<file path="config.mk">
export PLATFORM = sky130hd
export DESIGN_NAME = rrw_top
export DESIGN_NICKNAME = d
export VERILOG_FILES = /design/src/hw/rrw_pkg.sv /design/src/hw/rrw_syn_if.sv /design/src/hw/rrw_syn_bank.sv /design/src/hw/rrw_top.sv
export VERILOG_INCLUDE_DIRS = /design/src /design/src/hw
export SDC_FILE = /design/constraint.sdc
export NUM_CORES = 1
export LEC_CHECK = 0
export ABC_AREA = 0
export BUFFER_PORTS_ARGS = -buffer_cell sky130_fd_sc_hd__buf_2
export CAP_MARGIN = 20
export CORE_AREA = 10 10 328 330
export DETAILED_ROUTE_END_ITERATION = 16
export DIE_AREA = 0 0 338 340
export PLACE_DENSITY_LB_ADDON = 0.15
export SLEW_MARGIN = 25
export SYNTH_ARGS = -nofsm -noshare
export SYNTH_HDL_FRONTEND = slang
export SYNTH_SLANG_ARGS = --single-unit
export TNS_END_PERCENT = 5
</file>
<file path="constraint.sdc">
create_clock -name CLK -period 5.4 [get_ports CLK]
set_clock_uncertainty 0.2 [all_clocks]
set_input_delay 0 -clock CLK [delete_from_list [all_inputs] [get_ports CLK]]
set_output_delay 0 -clock CLK [all_outputs]
set_load 0.01 [all_outputs]
</file>
<file path="src/hw/rrw_consts.svh">
// constants for the record window and syndrome block
`ifndef RRW_CONSTS_SVH
`define RRW_CONSTS_SVH

// system register encodings {op0,op1,crn,crm,op2}
`define RRW_ENC_W 16
`define RRW_ENC_FI_CTL 16'hC791
`define RRW_ENC_FI_FEAT 16'hC790
`define RRW_ENC_REC_STAT 16'hC2A2
`define RRW_ENC_SYN_OS 16'hC290
`define RRW_ENC_SYN_HYP 16'hE290

// syndrome field positions
`define RRW_CLASS_HI 31
`define RRW_CLASS_LO 26
`define RRW_LEN_BIT 25
`define RRW_SYN_HI 24
`define RRW_FMT_BIT 24
`define RRW_ERRTYPE_HI 12
`define RRW_ERRTYPE_LO 10
`define RRW_ABORT_TYPE_BIT 9
`define RRW_CLASS_ZERO 6'h00

// auxiliary control enable bit
`define RRW_AUX_EN_BIT 5

// reset values
`define RRW_SYN_RESET 32'h0000_0000
`define RRW_DATA_RESET 64'h0000_0000_0000_0000

`endif

</file>
<file path="src/hw/rrw_pkg.sv">
// types for the record window and syndrome block
`default_nettype none
package rrw_pkg;
   typedef enum logic [1:0] {EL_USR, EL_OS, EL_HYP, EL_MON} rrw_level_e;
   typedef enum logic [2:0] {
      WIN_NONE, WIN_CTL, WIN_FEAT, WIN_STAT, WIN_SYN_OS, WIN_SYN_HYP
   } rrw_win_e;
   typedef enum logic [2:0] {
      EXC_SYNC, EXC_SERR_PHYS, EXC_SERR_VIRT, EXC_INST_ABORT,
      EXC_ALIGN, EXC_DATA_ABORT, EXC_ILLEGAL_STATE
   } rrw_exc_e;
   typedef struct packed {
      logic rsp_valid;
      logic [63:0] rsp_rdata;
      logic rsp_undef;
      logic rsp_trap_hyp;
      logic rsp_trap_mon;
      logic core_we;
      logic clu_we;
      logic [63:0] wdata;
   } rrw_top_s;
   typedef struct packed {
      logic [31:0] syn_os;
      logic [31:0] syn_hyp;
   } rrw_bank_s;
endpackage : rrw_pkg
`default_nettype wire

</file>
<file path="src/hw/rrw_syn_if.sv">
// carrier between access logic and syndrome bank
`default_nettype none
interface rrw_syn_if;
   logic cap_valid;
   logic cap_hyp;
   logic [31:0] cap_value;
   logic wr_os;
   logic wr_hyp;
   logic [31:0] wr_data;
   logic [31:0] syn_os_q;
   logic [31:0] syn_hyp_q;
   modport access (
      output cap_valid, cap_hyp, cap_value, wr_os, wr_hyp, wr_data,
      input syn_os_q, syn_hyp_q
   );
   modport bank (
      input cap_valid, cap_hyp, cap_value, wr_os, wr_hyp, wr_data,
      output syn_os_q, syn_hyp_q
   );
endinterface : rrw_syn_if
`default_nettype wire

</file>
<file path="src/hw/rrw_syn_bank.sv">
// storage of the two syndrome registers
`include "rrw_consts.svh"
`default_nettype none
module rrw_syn_bank (
   // clock and reset
   input wire logic clk,
   input wire logic nrst,
   // access side
   rrw_syn_if.bank sb
);
   rrw_pkg::rrw_bank_s st_q;
   rrw_pkg::rrw_bank_s st_d;

   always_comb
   begin
      st_d = st_q;
      // software write first, exception capture overrides
      if (sb.wr_os)
      begin
         st_d.syn_os = sb.wr_data;
      end
      if (sb.wr_hyp)
      begin
         st_d.syn_hyp = sb.wr_data;
      end
      if (sb.cap_valid && !sb.cap_hyp)
      begin
         st_d.syn_os = sb.cap_value;
      end
      if (sb.cap_valid && sb.cap_hyp)
      begin
         st_d.syn_hyp = sb.cap_value;
      end
   end

   // reset value is a convenience only
   always_ff @(posedge clk)
   begin
      if (!nrst)
      begin
         st_q.syn_os <= `RRW_SYN_RESET;
         st_q.syn_hyp <= `RRW_SYN_RESET;
      end
      else
      begin
         st_q <= st_d;
      end
   end

   assign sb.syn_os_q = st_q.syn_os;
   assign sb.syn_hyp_q = st_q.syn_hyp;
endmodule : rrw_syn_bank
`default_nettype wire

</file>
<file path="src/hw/rrw_top.sv">
// record windows, access checks and syndrome formation
`include "rrw_consts.svh"
`default_nettype none

// Function
// - select 0 sends fault-inject control accesses to the core record.
// - select 1 forwards all three windows to the cluster record instead.
// - select 0 feature and status windows return the core record registers.
// - control window is read-write at encoding 3,0,15,2,1.
// - feature window is read-only at encoding 3,0,15,2,0.
// - top level always allowed; middle levels gated by aux control bit 5.
// - any window access from the lowest level is undefined.
// - hypervisor trap bit traps non-secure OS-level accesses to hypervisor.
// - monitor trap bit traps OS and hypervisor accesses to monitor.
// - 32-bit OS-level syndrome captured on each exception to that level.
// - separate 32-bit hypervisor-level syndrome with the same layout.
// - class in 31:26, length flag in 25, syndrome in 24:0.
// - length flag is 0 for 16-bit, 1 for 32-bit trapping instruction.
// - length flag forced to 1 for listed exception kinds and class 0.
// - virtual system error copies bits 24:0 of the virtual syndrome.
// - physical system error: format flag 0, error type 000 or 001.
// - abort-type bit zero for physical system error and data abort.
// - hypervisor syndrome needs no defined reset value.
// - select bit chooses core record 0 or cluster record 1.
module rrw_top (
   // clock and reset
   input wire logic CLK,
   input wire logic NRST,
   // system register access request
   input wire logic REQ_VALID,
   input wire logic REQ_WRITE,
   input wire logic [1:0] REQ_OP0,
   input wire logic [2:0] REQ_OP1,
   input wire logic [3:0] REQ_CRN,
   input wire logic [3:0] REQ_CRM,
   input wire logic [2:0] REQ_OP2,
   input wire logic [63:0] REQ_WDATA,
   // execution context
   input wire logic [1:0] CUR_LEVEL,
   input wire logic NONSECURE,
   input wire logic HYP_TRAP_ERR,
   input wire logic MON_TRAP_ERR,
   input wire logic [63:0] HYP_AUX_CONTROL,
   input wire logic [63:0] MON_AUX_CONTROL,
   input wire logic RECORD_SELECT,
   // record registers outside the block
   input wire logic [63:0] CORE_FI_CTL_RDATA,
   input wire logic [63:0] CLU_FI_CTL_RDATA,
   input wire logic [63:0] CORE_FI_FEAT_RDATA,
   input wire logic [63:0] CLU_FI_FEAT_RDATA,
   input wire logic [63:0] CORE_STATUS_RDATA,
   input wire logic [63:0] CLU_STATUS_RDATA,
   // exception report
   input wire logic EXC_VALID,
   input wire logic EXC_TO_HYP,
   input wire logic [2:0] EXC_KIND,
   input wire logic [5:0] EXC_CLASS,
   input wire logic EXC_LEN32,
   input wire logic EXC_SYN_VALID,
   input wire logic [24:0] EXC_SYNDROME,
   input wire logic EXC_UNRECOVERABLE,
   input wire logic [24:0] VIRT_SERR_SYNDROME,
   // access response
   output logic RSP_VALID,
   output logic [63:0] RSP_RDATA,
   output logic RSP_UNDEF,
   output logic RSP_TRAP_HYP,
   output logic RSP_TRAP_MON,
   // record write strobes
   output logic CORE_FI_CTL_WE,
   output logic CLU_FI_CTL_WE,
   output logic [63:0] FI_CTL_WDATA,
   // syndrome registers
   output logic [31:0] SYN_OS_LEVEL,
   output logic [31:0] SYN_HYP_LEVEL
);
   rrw_pkg::rrw_top_s st_q;
   rrw_pkg::rrw_top_s st_d;
   rrw_syn_if syn ();

   // encoding decode
   function automatic rrw_pkg::rrw_win_e win_of(
      input logic [1:0] op0,
      input logic [2:0] op1,
      input logic [3:0] crn,
      input logic [3:0] crm,
      input logic [2:0] op2
   );
      logic [`RRW_ENC_W-1:0] enc;
      enc = {op0, op1, crn, crm, op2};
      if (enc == `RRW_ENC_FI_CTL)
      begin
         win_of = rrw_pkg::WIN_CTL;
      end
      else if (enc == `RRW_ENC_FI_FEAT)
      begin
         win_of = rrw_pkg::WIN_FEAT;
      end
      else if (enc == `RRW_ENC_REC_STAT)
      begin
         win_of = rrw_pkg::WIN_STAT;
      end
      else if (enc == `RRW_ENC_SYN_OS)
      begin
         win_of = rrw_pkg::WIN_SYN_OS;
      end
      else if (enc == `RRW_ENC_SYN_HYP)
      begin
         win_of = rrw_pkg::WIN_SYN_HYP;
      end
      else
      begin
         win_of = rrw_pkg::WIN_NONE;
      end
   endfunction : win_of

   // select between core and cluster record
   function automatic logic [63:0] pick(
      input logic sel,
      input logic [63:0] core_v,
      input logic [63:0] clu_v
   );
      pick = sel ? clu_v : core_v;
   endfunction : pick

   // syndrome value for a reported exception
   function automatic logic [31:0] syndrome_of(
      input logic [2:0] kind,
      input logic [5:0] cls,
      input logic len32,
      input logic syn_valid,
      input logic [24:0] cls_syn,
      input logic unrec,
      input logic [24:0] vsyn
   );
      logic len_flag;
      logic [24:0] s;
      len_flag = len32;
      s = cls_syn;
      if (kind == rrw_pkg::EXC_SERR_PHYS || kind == rrw_pkg::EXC_SERR_VIRT
          || kind == rrw_pkg::EXC_INST_ABORT || kind == rrw_pkg::EXC_ALIGN
          || kind == rrw_pkg::EXC_ILLEGAL_STATE
          || (kind == rrw_pkg::EXC_DATA_ABORT && !syn_valid)
          || cls == `RRW_CLASS_ZERO)
      begin
         len_flag = 1'b1;
      end
      if (kind == rrw_pkg::EXC_SERR_VIRT)
      begin
         s = vsyn;
      end
      else if (kind == rrw_pkg::EXC_SERR_PHYS)
      begin
         s[`RRW_FMT_BIT] = 1'b0;
         s[`RRW_ERRTYPE_HI:`RRW_ERRTYPE_LO] = {2'b00, unrec};
         s[`RRW_ABORT_TYPE_BIT] = 1'b0;
      end
      else if (kind == rrw_pkg::EXC_DATA_ABORT)
      begin
         s[`RRW_ABORT_TYPE_BIT] = 1'b0;
      end
      syndrome_of = {cls, len_flag, s};
   endfunction : syndrome_of

   rrw_pkg::rrw_win_e win;
   rrw_pkg::rrw_level_e lvl;
   logic reach;
   logic rec_win;
   logic undef;
   logic trap_hyp;
   logic trap_mon;
   logic ok;
   logic [63:0] rdata;

   // access permission and trap decision
   always_comb
   begin
      win = win_of(REQ_OP0, REQ_OP1, REQ_CRN, REQ_CRM, REQ_OP2);
      lvl = rrw_pkg::rrw_level_e'(CUR_LEVEL);
      rec_win = (win == rrw_pkg::WIN_CTL) || (win == rrw_pkg::WIN_FEAT)
         || (win == rrw_pkg::WIN_STAT);
      reach = 1'b0;
      trap_hyp = 1'b0;
      trap_mon = 1'b0;
      undef = 1'b0;
      if (lvl == rrw_pkg::EL_MON)
      begin
         reach = 1'b1;
      end
      else if (lvl == rrw_pkg::EL_HYP)
      begin
         reach = MON_AUX_CONTROL[`RRW_AUX_EN_BIT];
      end
      else if (lvl == rrw_pkg::EL_OS)
      begin
         reach = MON_AUX_CONTROL[`RRW_AUX_EN_BIT]
            && HYP_AUX_CONTROL[`RRW_AUX_EN_BIT];
      end
      else
      begin
         reach = 1'b0;
      end
      if (win == rrw_pkg::WIN_NONE)
      begin
         undef = 1'b1;
      end
      else if (rec_win)
      begin
         if (!reach)
         begin
            undef = 1'b1;
         end
         else if (lvl == rrw_pkg::EL_OS && NONSECURE && HYP_TRAP_ERR)
         begin
            trap_hyp = 1'b1;
         end
         else if ((lvl == rrw_pkg::EL_OS || lvl == rrw_pkg::EL_HYP)
                  && MON_TRAP_ERR)
         begin
            trap_mon = 1'b1;
         end
         else if (REQ_WRITE && win != rrw_pkg::WIN_CTL)
         begin
            undef = 1'b1;
         end
      end
      else if (win == rrw_pkg::WIN_SYN_OS)
      begin
         undef = (lvl == rrw_pkg::EL_USR);
      end
      else
      begin
         undef = (lvl == rrw_pkg::EL_USR) || (lvl == rrw_pkg::EL_OS);
      end
      ok = REQ_VALID && !undef && !trap_hyp && !trap_mon;
   end

   // read data steering, no local copy of record contents
   always_comb
   begin
      rdata = `RRW_DATA_RESET;
      if (win == rrw_pkg::WIN_CTL)
      begin
         rdata = pick(RECORD_SELECT, CORE_FI_CTL_RDATA,
            CLU_FI_CTL_RDATA);
      end
      else if (win == rrw_pkg::WIN_FEAT)
      begin
         rdata = pick(RECORD_SELECT, CORE_FI_FEAT_RDATA,
            CLU_FI_FEAT_RDATA);
      end
      else if (win == rrw_pkg::WIN_STAT)
      begin
         rdata = pick(RECORD_SELECT, CORE_STATUS_RDATA,
            CLU_STATUS_RDATA);
      end
      else if (win == rrw_pkg::WIN_SYN_OS)
      begin
         rdata = {32'h0000_0000, syn.syn_os_q};
      end
      else if (win == rrw_pkg::WIN_SYN_HYP)
      begin
         rdata = {32'h0000_0000, syn.syn_hyp_q};
      end
   end

   // next state of response and strobes
   always_comb
   begin
      st_d = st_q;
      st_d.rsp_valid = REQ_VALID;
      st_d.rsp_undef = REQ_VALID && undef;
      st_d.rsp_trap_hyp = REQ_VALID && trap_hyp;
      st_d.rsp_trap_mon = REQ_VALID && trap_mon;
      st_d.rsp_rdata = (ok && !REQ_WRITE) ? rdata : `RRW_DATA_RESET;
      st_d.core_we = ok && REQ_WRITE && win == rrw_pkg::WIN_CTL
         && !RECORD_SELECT;
      st_d.clu_we = ok && REQ_WRITE && win == rrw_pkg::WIN_CTL
         && RECORD_SELECT;
      st_d.wdata = (ok && REQ_WRITE) ? REQ_WDATA : st_q.wdata;
   end

   always_ff @(posedge CLK)
   begin
      if (!NRST)
      begin
         st_q <= '0;
      end
      else
      begin
         st_q <= st_d;
      end
   end

   // syndrome bank hookup
   assign syn.cap_valid = EXC_VALID;
   assign syn.cap_hyp = EXC_TO_HYP;
   assign syn.cap_value = syndrome_of(rrw_pkg::rrw_exc_e'(EXC_KIND),
      EXC_CLASS, EXC_LEN32, EXC_SYN_VALID, EXC_SYNDROME, EXC_UNRECOVERABLE,
      VIRT_SERR_SYNDROME);
   assign syn.wr_os = ok && REQ_WRITE && win == rrw_pkg::WIN_SYN_OS;
   assign syn.wr_hyp = ok && REQ_WRITE && win == rrw_pkg::WIN_SYN_HYP;
   assign syn.wr_data = REQ_WDATA[31:0];

   rrw_syn_bank u_bank (
      .clk(CLK),
      .nrst(NRST),
      .sb(syn.bank)
   );

   assign RSP_VALID = st_q.rsp_valid;
   assign RSP_RDATA = st_q.rsp_rdata;
   assign RSP_UNDEF = st_q.rsp_undef;
   assign RSP_TRAP_HYP = st_q.rsp_trap_hyp;
   assign RSP_TRAP_MON = st_q.rsp_trap_mon;
   assign CORE_FI_CTL_WE = st_q.core_we;
   assign CLU_FI_CTL_WE = st_q.clu_we;
   assign FI_CTL_WDATA = st_q.wdata;
   assign SYN_OS_LEVEL = syn.syn_os_q;
   assign SYN_HYP_LEVEL = syn.syn_hyp_q;
endmodule : rrw_top
`default_nettype wire

</file>
==> results of run 1 <==
-- placed cells by master (no fill, tap or decap), types with 4 or more instances in the layout --
cell type,instances
nand3_1,33
a21boi_1,60
nor3_1,5
o22ai_1,78
ha_1,4
inv_1,6
buf_2,735
a211oi_1,4
o21ai_0,14
dlygate4sd3_1,388
nor2_1,68
mux2i_1,180
a221oi_1,19
nor4_1,4
nand2_1,342
o211a_1,11
a21boi_0,4
and3_1,22
diode_2,9
a31oi_1,31
and2_1,4
buf_4,23
o221ai_1,4
clkbuf_16,17
a21oi_1,51
dfxtp_1,198
mux2_2,47
-- critical path: cells and delay by family --
family	cells	cell delay (ns)
AO/OA/AOI/OAI	5	2.01
AND/OR/NAND/NOR	2	0.88
buffers and inverters	3	1.23
-- where the power goes --
group,total [mW],switching [mW],internal [mW],leakage [nW]
Clock,1.42,0.752,0.665,0.280
Sequential,1.54,0.0434,1.49,1.61
Combinational,0.860,0.397,0.463,7.31
Total,3.81,1.19,2.62,9.20
-- flip-flops by register name (all words and copies together) (netlist names) --
signal and count:
RSP_UNDEF 1, RSP_TRAP_MON 1, RSP_RDATA 64, u_bank.sb.syn_hyp_q 32, CLU_FI_CTL_WE 1, u_bank.sb.syn_os_q 32
RSP_TRAP_HYP 1, RSP_VALID 1, FI_CTL_WDATA 64, CORE_FI_CTL_WE 1
-- final timing paths --
kind	from	to	slack, ns
max	REQ_OP1[2]	RSP_RDATA[2]	1.52
min	EXC_UNRECOVERABLE	u_bank.sb.syn_os_q[10]	0.06
max reg2reg	u_bank.sb.syn_hyp_q[15]	RSP_RDATA[15]	3.04
min reg2reg	FI_CTL_WDATA[7]	FI_CTL_WDATA[7]	0.25
-- metrics by stage --
step	hold slack [ns]	setup slack (ns)	std cells
floorplan	-0.0672	2.49	1345
global placement	0.0462	1.58	3357
detailed placement	0.0492	1.41	3357
CTS	0.000947	1.52	3776
global route	0.0524	1.24	3782
finish	0.0590	1.52	3785
-- cell type report --
type	instances	area share
timing repair buffer	1148	0.377
clock buffer	19	0.0215
antenna	9	0.00109
clock inverter	12	0.00681
tap	1368	0.0831
inverter	6	0.00109
sequential	198	0.193
multi-input combinational	1025	0.317
-- Yosys cell counts, drive strengths merged (2+ instances only) --
library cell  count  area share
nand3b            3      0.0021
mux2i           180        0.17
mux2             47       0.049
or3               2      0.0011
ha                4      0.0046
nand3            35       0.016
nor3b             2      0.0014
inv               6      0.0021
a211oi            4      0.0028
o211a            11       0.010
a22oi             3      0.0021
o22ai            79       0.045
o221ai            4      0.0032
nor2             68       0.023
a221oi           19       0.015
dfxtp           198        0.36
o21ai            15      0.0069
nand2           343        0.12
buf              29       0.014
a21boi           64       0.044
a31oi            31       0.018
or4               3      0.0024
and2              4      0.0023
clkbuf           87       0.030
a21oi            51       0.023
and3             24       0.014
nor3              6      0.0028
nor4              6      0.0034
o21a              2      0.0014
or4b              2      0.0018
-- logic make-up after synthesis --
family / synth area share
and+or+nand+nor: 0.193
AOI/OAI and AO/OA: 0.179
muxes: 0.214
DFF: 0.363
buffers and inverters: 0.0459
adders and majority gates: 0.00459
-- per-layer routing --
metal	vias up	track usage	wire length [um]
met2	590	0.264	43900
met1	6960	0.168	36000
met4	16	0.0352	1790
met5	-	0	124
li1	6880	-	-
met3	95	0.0507	7730
==> reports/results.ini, run 1 <==
[worst_setup_path]
chain_of_cells_forming_the_critical_path=buf_2, nand4bb_1, nor2_1, o21ai_0, a311oi_1, o22ai_1, a2111o_2, buf_4, a211oi_1, dlygate4sd3_1
timing.critical_path.slowest_cell_delay_ns=0.76
critical_path.endpoint_type=register
worstRegToRegCells=5
arrival_time_of_data_at_the_critical_path_endpoint_ns=4.14
worstPathRequired_ns=5.66
critPathSlowestCell=a311oi_1
timing.critical_path.fanout_max=64
kind_of_critical_path=in2reg
startpoint_type=input port

[clock_tree]
cts_hold_buf=388
cts.sinks=198
clockRootBuffer=clkbuf_16
cts.repair.resized=0
htree_levels=4
tritoncts.num_buffers=17
cts_tree=yes
path_clk_slew_ns=0.09
cts_post_setup_buffers_inserted=0
clock_tree.buffer_depth=2
clk-insertion-delay-late_ns=0.52

[placed_design]
dp_hpwl_um=71700
port_buffers=737
placed_cell_area_um2=16100
gp_congestion=0.883

[drt]
initialDrtViolationCount=653
final_routed_drc_violation_total=0
count_of_nets_left_with_antenna_violations_after_detail_routing=0
route.detailed.wl_per_inst_um=23.7
routed-via-count=14500
wl_um=89500
via_per_inst=3.84
drt-pass1-iter-count=5

[layout]
fin_area_um2=20600
filler_cell_count=11400
nNetsFinal=3066
post_route_cells_drive_above_1_share=0.355
sequential_cell_area_um2=3960
multiInputGateArea_um2=6520
finished_core_util=0.204
syn2layout_area_growth_pct=88.8

[sta]
fin_setup_tns_ns=0
fmax_mhz=258
final_setup_violation_count=0
final_period_util=0.719
least_margin_pin_slew_ns=1.06
timing.final.crit_period_ns=3.88
maxSlewHeadroom=0.290
setup_repair_after_global_routing_missed_its_margin=no
timing.final.max_slew_violations=0
hold_violations=0

[synthesis]
syn_area_um2=10900
synth_cells=1345
synth-warning-count=0
ys_ff_latch=198
synth_cell_types=48
synth_edf_count=0
synth-main-ff-cell=dfxtp_1
number_of_nets_in_the_synthesized_netlist=2015
async_reset_ff_frac=0
synth.yosys.seq_area_share=0.363
postSynthAreaPerCell_um2=8.11

[power_and_ir_drop]
power_leakage_nw=9.20
max-vdd-ir-drop_uv=229
powerDensity_nw_per_um2=185
power_mw=3.81

[worst_hold_path]
whs_path_depth=6
hold_path.class=in2reg

[status]
outcome=finished, final reports clean

[global_route]
grt-ovfl-total=0
grt_pass1_vias=15600
grt_usage=0.149
antenna_found_initial=40
grt_start_max_net_pins=77
grt_first_pass_wirelength_um=121000

[floorplan]
io-pin-count=864
die_area_um2=115000
chipWidth_um=338
initial_core_util=0.108
coreArea_um2=101000
std_cell_rows=117
floorplan.die.height_um=340

[run]
max-cap-violations=0

No activity file was read; power rests on OpenSTA's default activity.
==> inputs of run 2 (changes only) <==
Settings changed: CORE_AREA 10 10 328 330 to 10 10 326 328, DIE_AREA 0 0 338 340 to 0 0 336 338.
Clock period 5.4 ns to 3.5 ns, I/O delays scaled along.
==> reports/results.ini, run 2 (same netlist as run 1, synthesis figures left out) <==
[status]
outcome=finished, final reports clean

[worst_hold_path]
hold_path.class=in2reg
min_from=EXC_KIND[2]
whs_path_depth=4
holdPathEnd=u_bank.sb.syn_os_q[10]

[clock_tree]
path_clk_slew_ns=0.09
tritoncts.num_buffers=17
clockRootBuffer=clkbuf_16
cts.sinks=198
clock_tree.buffer_depth=2
cts_tree=yes
clk-insertion-delay-late_ns=0.51
htree_levels=4
cts_post_setup_buffers_inserted=0

[layout]
leading_cell_type_in_the_layout_fill_and_taps_excluded=buf_2
nNetsFinal=3117
stdcell_count=3766
most-common-layout-cells=735 x buf_2, 422 x dlygate4sd3_1, 342 x nand2_1
post_route_cells_drive_above_1_share=0.356
syn2layout_area_growth_pct=93.8

[drt]
initialDrtViolationCount=628
via_per_inst=3.89
drt-pass1-iter-count=5
routed-via-count=14700
final_routed_drc_violation_total=0
count_of_nets_left_with_antenna_violations_after_detail_routing=0
route.detailed.wl_per_inst_um=23.4
wl_um=88000

[run]
max-cap-violations=0

[global_route]
antenna_found_initial=34
grt_usage=0.148
grt_start_max_net_pins=130
grt_pass1_vias=15700
grt_first_pass_wirelength_um=120000
grt-ovfl-total=0

[sta]
timing.final.crit_period_ns=3.39
least_margin_pin_slew_ns=0.958
fmax_mhz=295
fin_setup_tns_ns=0
worst_hold_margin_ns=0.00938
hold_violations=0
timing.final.max_slew_violations=0
final_period_util=0.969
maxSlewHeadroom=0.361
final_setup_violation_count=0
final.setup.worst_slack_ns=0.110
setup_repair_after_global_routing_missed_its_margin=no

[power_and_ir_drop]
powerDensity_nw_per_um2=282
max-vdd-ir-drop_uv=377
power_leakage_nw=9.55
power_mw=5.97

[worst_setup_path]
timing.critical_path.fanout_max=64
startpoint_type=input port
r2r-start=u_bank.sb.syn_hyp_q[25]
kind_of_critical_path=in2reg
critical_path.endpoint_type=register
worstRegToRegCells=5
arrival_time_of_data_at_the_critical_path_endpoint_ns=3.63
worst-r2r-setup-slack_ns=1.24
worstPathRequired_ns=3.74
rr_endpoint=RSP_RDATA[25]

[floorplan]
io-pin-count=864
coreArea_um2=99600
initial_core_util=0.110
std_cell_rows=116
floorplan.die.height_um=338
die_area_um2=114000
chipWidth_um=336

[placed_design]
dp_hpwl_um=69800
port_buffers=737
post_place_worst_slack_ns=0.287
placedCellCount=3304
gp_congestion=0.860

[run 2: changes by cell type in the layout (fill, tap and decap cells not counted), moves of 2 or more]
cell,change
nor2_2,+2
nor2_1,-2
dlygate4sd3_1,+34
inv_8,+4
buf_4,+7
inv_6,-2
buf_12,+10
[run 2: repair_timing]
item,CTS,global route
setup endpoints to repair,0,9
hold buffers,422,0
hold endpoints to repair,198,0
gates resized for setup,0,5
[run 2: final cells by class]
| type | count | area (um2) |
|---|---|---|
| Antenna cell | 8 | 20.0 |
| Clock buffer | 18 | 429 |
| Clock inverter | 14 | 181 |
| Fill cell | 11100 | 78400 |
| Inverter | 6 | 22.5 |
| Multi-Input combinational cell | 1025 | 6540 |
| Sequential cell | 198 | 3960 |
| Tap cell | 1298 | 1620 |
| Timing Repair Buffer | 1199 | 8360 |
[run 2: power by group]
| part | switching, mW | leakage, nW | internal (mW) |
|---|---|---|---|
| combinational | 0.622 | 7.65 | 0.724 |
| clock | 1.16 | 0.295 | 1.09 |
| sequential | 0.0711 | 1.61 | 2.30 |
[run 2: how the worst max path moves through the flow]
stage	from	end	slack, ns	cells past startpoint
after detailed placement	REQ_CRN[1]	FI_CTL_WDATA[28]	0.29	9
after global routing	REQ_CRN[1]	RSP_RDATA[46]	0.009	11
after floorplan	REQ_CRN[1]	u_bank.sb.syn_os_q[10]	0.59	8
after global placement	REQ_CRN[1]	u_bank.sb.syn_os_q[10]	0.30	8
after CTS	REQ_CRM[3]	RSP_RDATA[46]	0.07	11
final	REQ_CRM[3]	RSP_RDATA[46]	0.11	11
[run 2: stage by stage]
step	instance area, um2	util
after floorplan	10900	-
after global placement	16300	0.163
after detailed placement	16300	0.163
after CTS	21100	0.212
after global routing	21100	0.212
final	21100	0.212
[run 2: layer usage]
layer,GRT usage,part of all wire
met1,0.171,0.41
met2,0.255,0.48
met3,0.0570,0.090
met4,0.0373,0.019
met5,0,0.00093
[run 2: worst max-delay path: stages]
cell and delay [ns]:
buf_2 0.09, or4b_1 0.58, nor2_2 0.24, o21ai_1 0.18
a311oi_2 0.32, dlygate4sd3_1 0.59, o22ai_1 0.09, a2111o_2 0.49
buf_12 0.19, nor2_1 0.18, dlygate4sd3_1 0.56
==> inputs of run 3 (changes only) <==
--- a/config.mk
+++ b/config.mk
@@ -14,5 +14,5 @@
 export DIE_AREA = 0 0 336 338
 export PLACE_DENSITY_LB_ADDON = 0.15
-export SLEW_MARGIN = 25
+export SLEW_MARGIN = 0
 export SYNTH_ARGS = -nofsm -noshare
 export SYNTH_HDL_FRONTEND = slang
==> constraint.sdc (replaced) <==
create_clock -name CLK -period 3.5 [get_ports CLK]
set_clock_uncertainty 0.2 [all_clocks]
set_input_delay 0.35 -clock CLK [delete_from_list [all_inputs] [get_ports CLK]]
set_output_delay 0.35 -clock CLK [all_outputs]
set_load 0.01 [all_outputs]
==> reports/results.ini, run 3 (same netlist as run 1, synthesis figures left out) <==
[worst_setup_path]
critical_path.endpoint_type=register
cp-endpoint=u_bank.sb.syn_hyp_q[28]
arrival_time_of_data_at_the_critical_path_endpoint_ns=3.25
cp.buffers_inverters=5
cp_top_family=simple AND/OR/NAND/NOR gates
critPathLaunch=REQ_CRN[1]
chain_of_cells_forming_the_critical_path=buf_2, or4b_1, or2_1, buf_4, nor4_1, buf_4, nand3_2, buf_4, nand2_1, nand3_1, o211a_1, dlygate4sd3_1
worst-r2r-setup-slack_ns=1.94
critPathSlowestCell=or4b_1
crit_path_cell_count=12
timing.critical_path.slowest_cell_delay_ns=0.54
kind_of_critical_path=in2reg
worst_path_most_repeated_cell=buf_4
r2r-start=u_bank.sb.syn_hyp_q[10]
worstRegToRegCells=4
timing.critical_path.fanout_max=32
rr_endpoint=RSP_RDATA[10]
startpoint_type=input port
worstPathRequired_ns=3.71

[worst_hold_path]
hold_path.class=in2reg

[floorplan]
chipWidth_um=336
die_area_um2=114000
floorplan.die.height_um=338
io-pin-count=864
initial_core_util=0.110
coreArea_um2=99600
std_cell_rows=116

[clock_tree]
clockRootBuffer=clkbuf_16
clock_tree.buffer_depth=2
clk-insertion-delay-late_ns=0.52
path_clk_slew_ns=0.09
cts_tree=yes
tritoncts.num_buffers=17
htree_levels=4
cts.sinks=198
cts_post_setup_buffers_inserted=0

[drt]
initialDrtViolationCount=724
final_routed_drc_violation_total=0
wl_um=85800
route.detailed.wl_per_inst_um=24.5
routed-via-count=13500
count_of_nets_left_with_antenna_violations_after_detail_routing=0
drt-pass1-iter-count=5
via_per_inst=3.87

[layout]
leading_cell_type_in_the_layout_fill_and_taps_excluded=buf_2
post_route_cells_drive_above_1_share=0.407
syn2layout_area_growth_pct=69.4
finished_core_util=0.186
most-common-layout-cells=735 x buf_2, 342 x nand2_1, 198 x dfxtp_1
nNetsFinal=2856
filler_cell_count=11300
stdcell_count=3498

[placed_design]
port_buffers=737
gp_congestion=0.865
post_place_worst_slack_ns=-0.0219
placedCellCount=3324
dp_hpwl_um=70600

[global_route]
grt_pass1_vias=14300
grt-ovfl-total=0
grt_start_max_net_pins=130
grt_usage=0.144
antenna_found_initial=28
grt_first_pass_wirelength_um=115000

[power_and_ir_drop]
max-vdd-ir-drop_uv=375
combinational_power_share=0.206
switching_share=0.327
powerDensity_nw_per_um2=312
p_clk_frac=0.382
p_int_mw=3.88
power_leakage_nw=8.47
power.sequential.fraction=0.412
net-switching-power_mw=1.88

[sta]
fmax_mhz=329
least_margin_pin_slew_ns=1.09
hold_violations=0
setup_repair_after_global_routing_missed_its_margin=no
maxSlewHeadroom=0.274
final_period_util=0.869
timing.final.max_slew_violations=0
final_setup_violation_count=0
final.setup.worst_slack_ns=0.458
timing.final.crit_period_ns=3.04

[run]
max-cap-violations=0

[status]
outcome=finished, final reports clean

==> run 3: changes by cell type in the layout (fill, tap and decap cells not counted), sizes merged <==
cell,previous run,this run
clkinv,3,4
inv,13,15
buf,777,797
bufinv,2,0
dlygate4sd3,422,141
diode,8,1
clkinvlp,2,1
==> run 3: area by class of cell <==
class                   count  area (um2)  area share
flip-flops and latches    198        3960       0.215
repair buffers            938        5750       0.311
clock buffers              18         439      0.0238
clock inverters            14         150     0.00813
inverters                   6        22.5     0.00122
multi-input cells        1025        6520       0.353
diodes                      1        2.50    0.000135
well taps                1298        1620      0.0879
==> run 3: metrics by stage <==
step	power [mW]	TNS [ns]	hold slack, ns	cell area, um2
global route	6.07	0	0.0255	18500
global placement	3.49	0	0.236	16500
CTS	5.95	0	0.0000953	18500
floorplan	2.80	0	0.275	10900
finish	5.76	0	0.0590	18500
detailed placement	3.50	-0.0219	0.239	16500
==> run 3: worst register-to-register path: stages (launching register included) <==
cell,delay [ns]
dfxtp_1,0.33
mux2i_1,0.55
o22ai_1,0.18
nor2_1,0.14
nor2_1,0.06
==> run 3: metal layers <==
layer | vias to the layer above | GRT usage | part of all wire
li1 | 6438 | - | -
met1 | 6430 | 0.173 | 0.42
met2 | 572 | 0.245 | 0.48
met3 | 84 | 0.0481 | 0.077
met4 | 12 | 0.0351 | 0.020
met5 | - | 0 | 0.0010
==> run 3: repair_timing <==
item | 4_1_cts | 5_1_grt
hold buffers | 141 | 0
gates resized for setup | 0 | 0
hold endpoints to repair | 145 | 0
==> run 3: power groups by stage <==
stage	sequential, mW	clock, mW	combinational (mW)
after detailed placement	2.43	0	1.07
final	2.37	2.20	1.19
after global routing	2.38	2.39	1.29
after floorplan	2.41	0	0.389
after global placement	2.43	0	1.06
after CTS	2.38	2.36	1.21
==> run 3: worst min-delay path by stage <==
stage / from / endpoint / slack, ns / depth (start not counted)
6_report: CORE_FI_CTL_RDATA[32] / RSP_RDATA[32] / 0.06 / 4
4_1_cts: EXC_SYNDROME[0] / u_bank.sb.syn_hyp_q[0] / 0.0001 / 4
3_3_place_gp: FI_CTL_WDATA[60] / FI_CTL_WDATA[60] / 0.24 / 2
2_1_floorplan: FI_CTL_WDATA[10] / FI_CTL_WDATA[10] / 0.27 / 2
3_5_place_dp: FI_CTL_WDATA[59] / FI_CTL_WDATA[59] / 0.24 / 2
5_1_grt: CORE_FI_CTL_RDATA[32] / RSP_RDATA[32] / 0.03 / 4
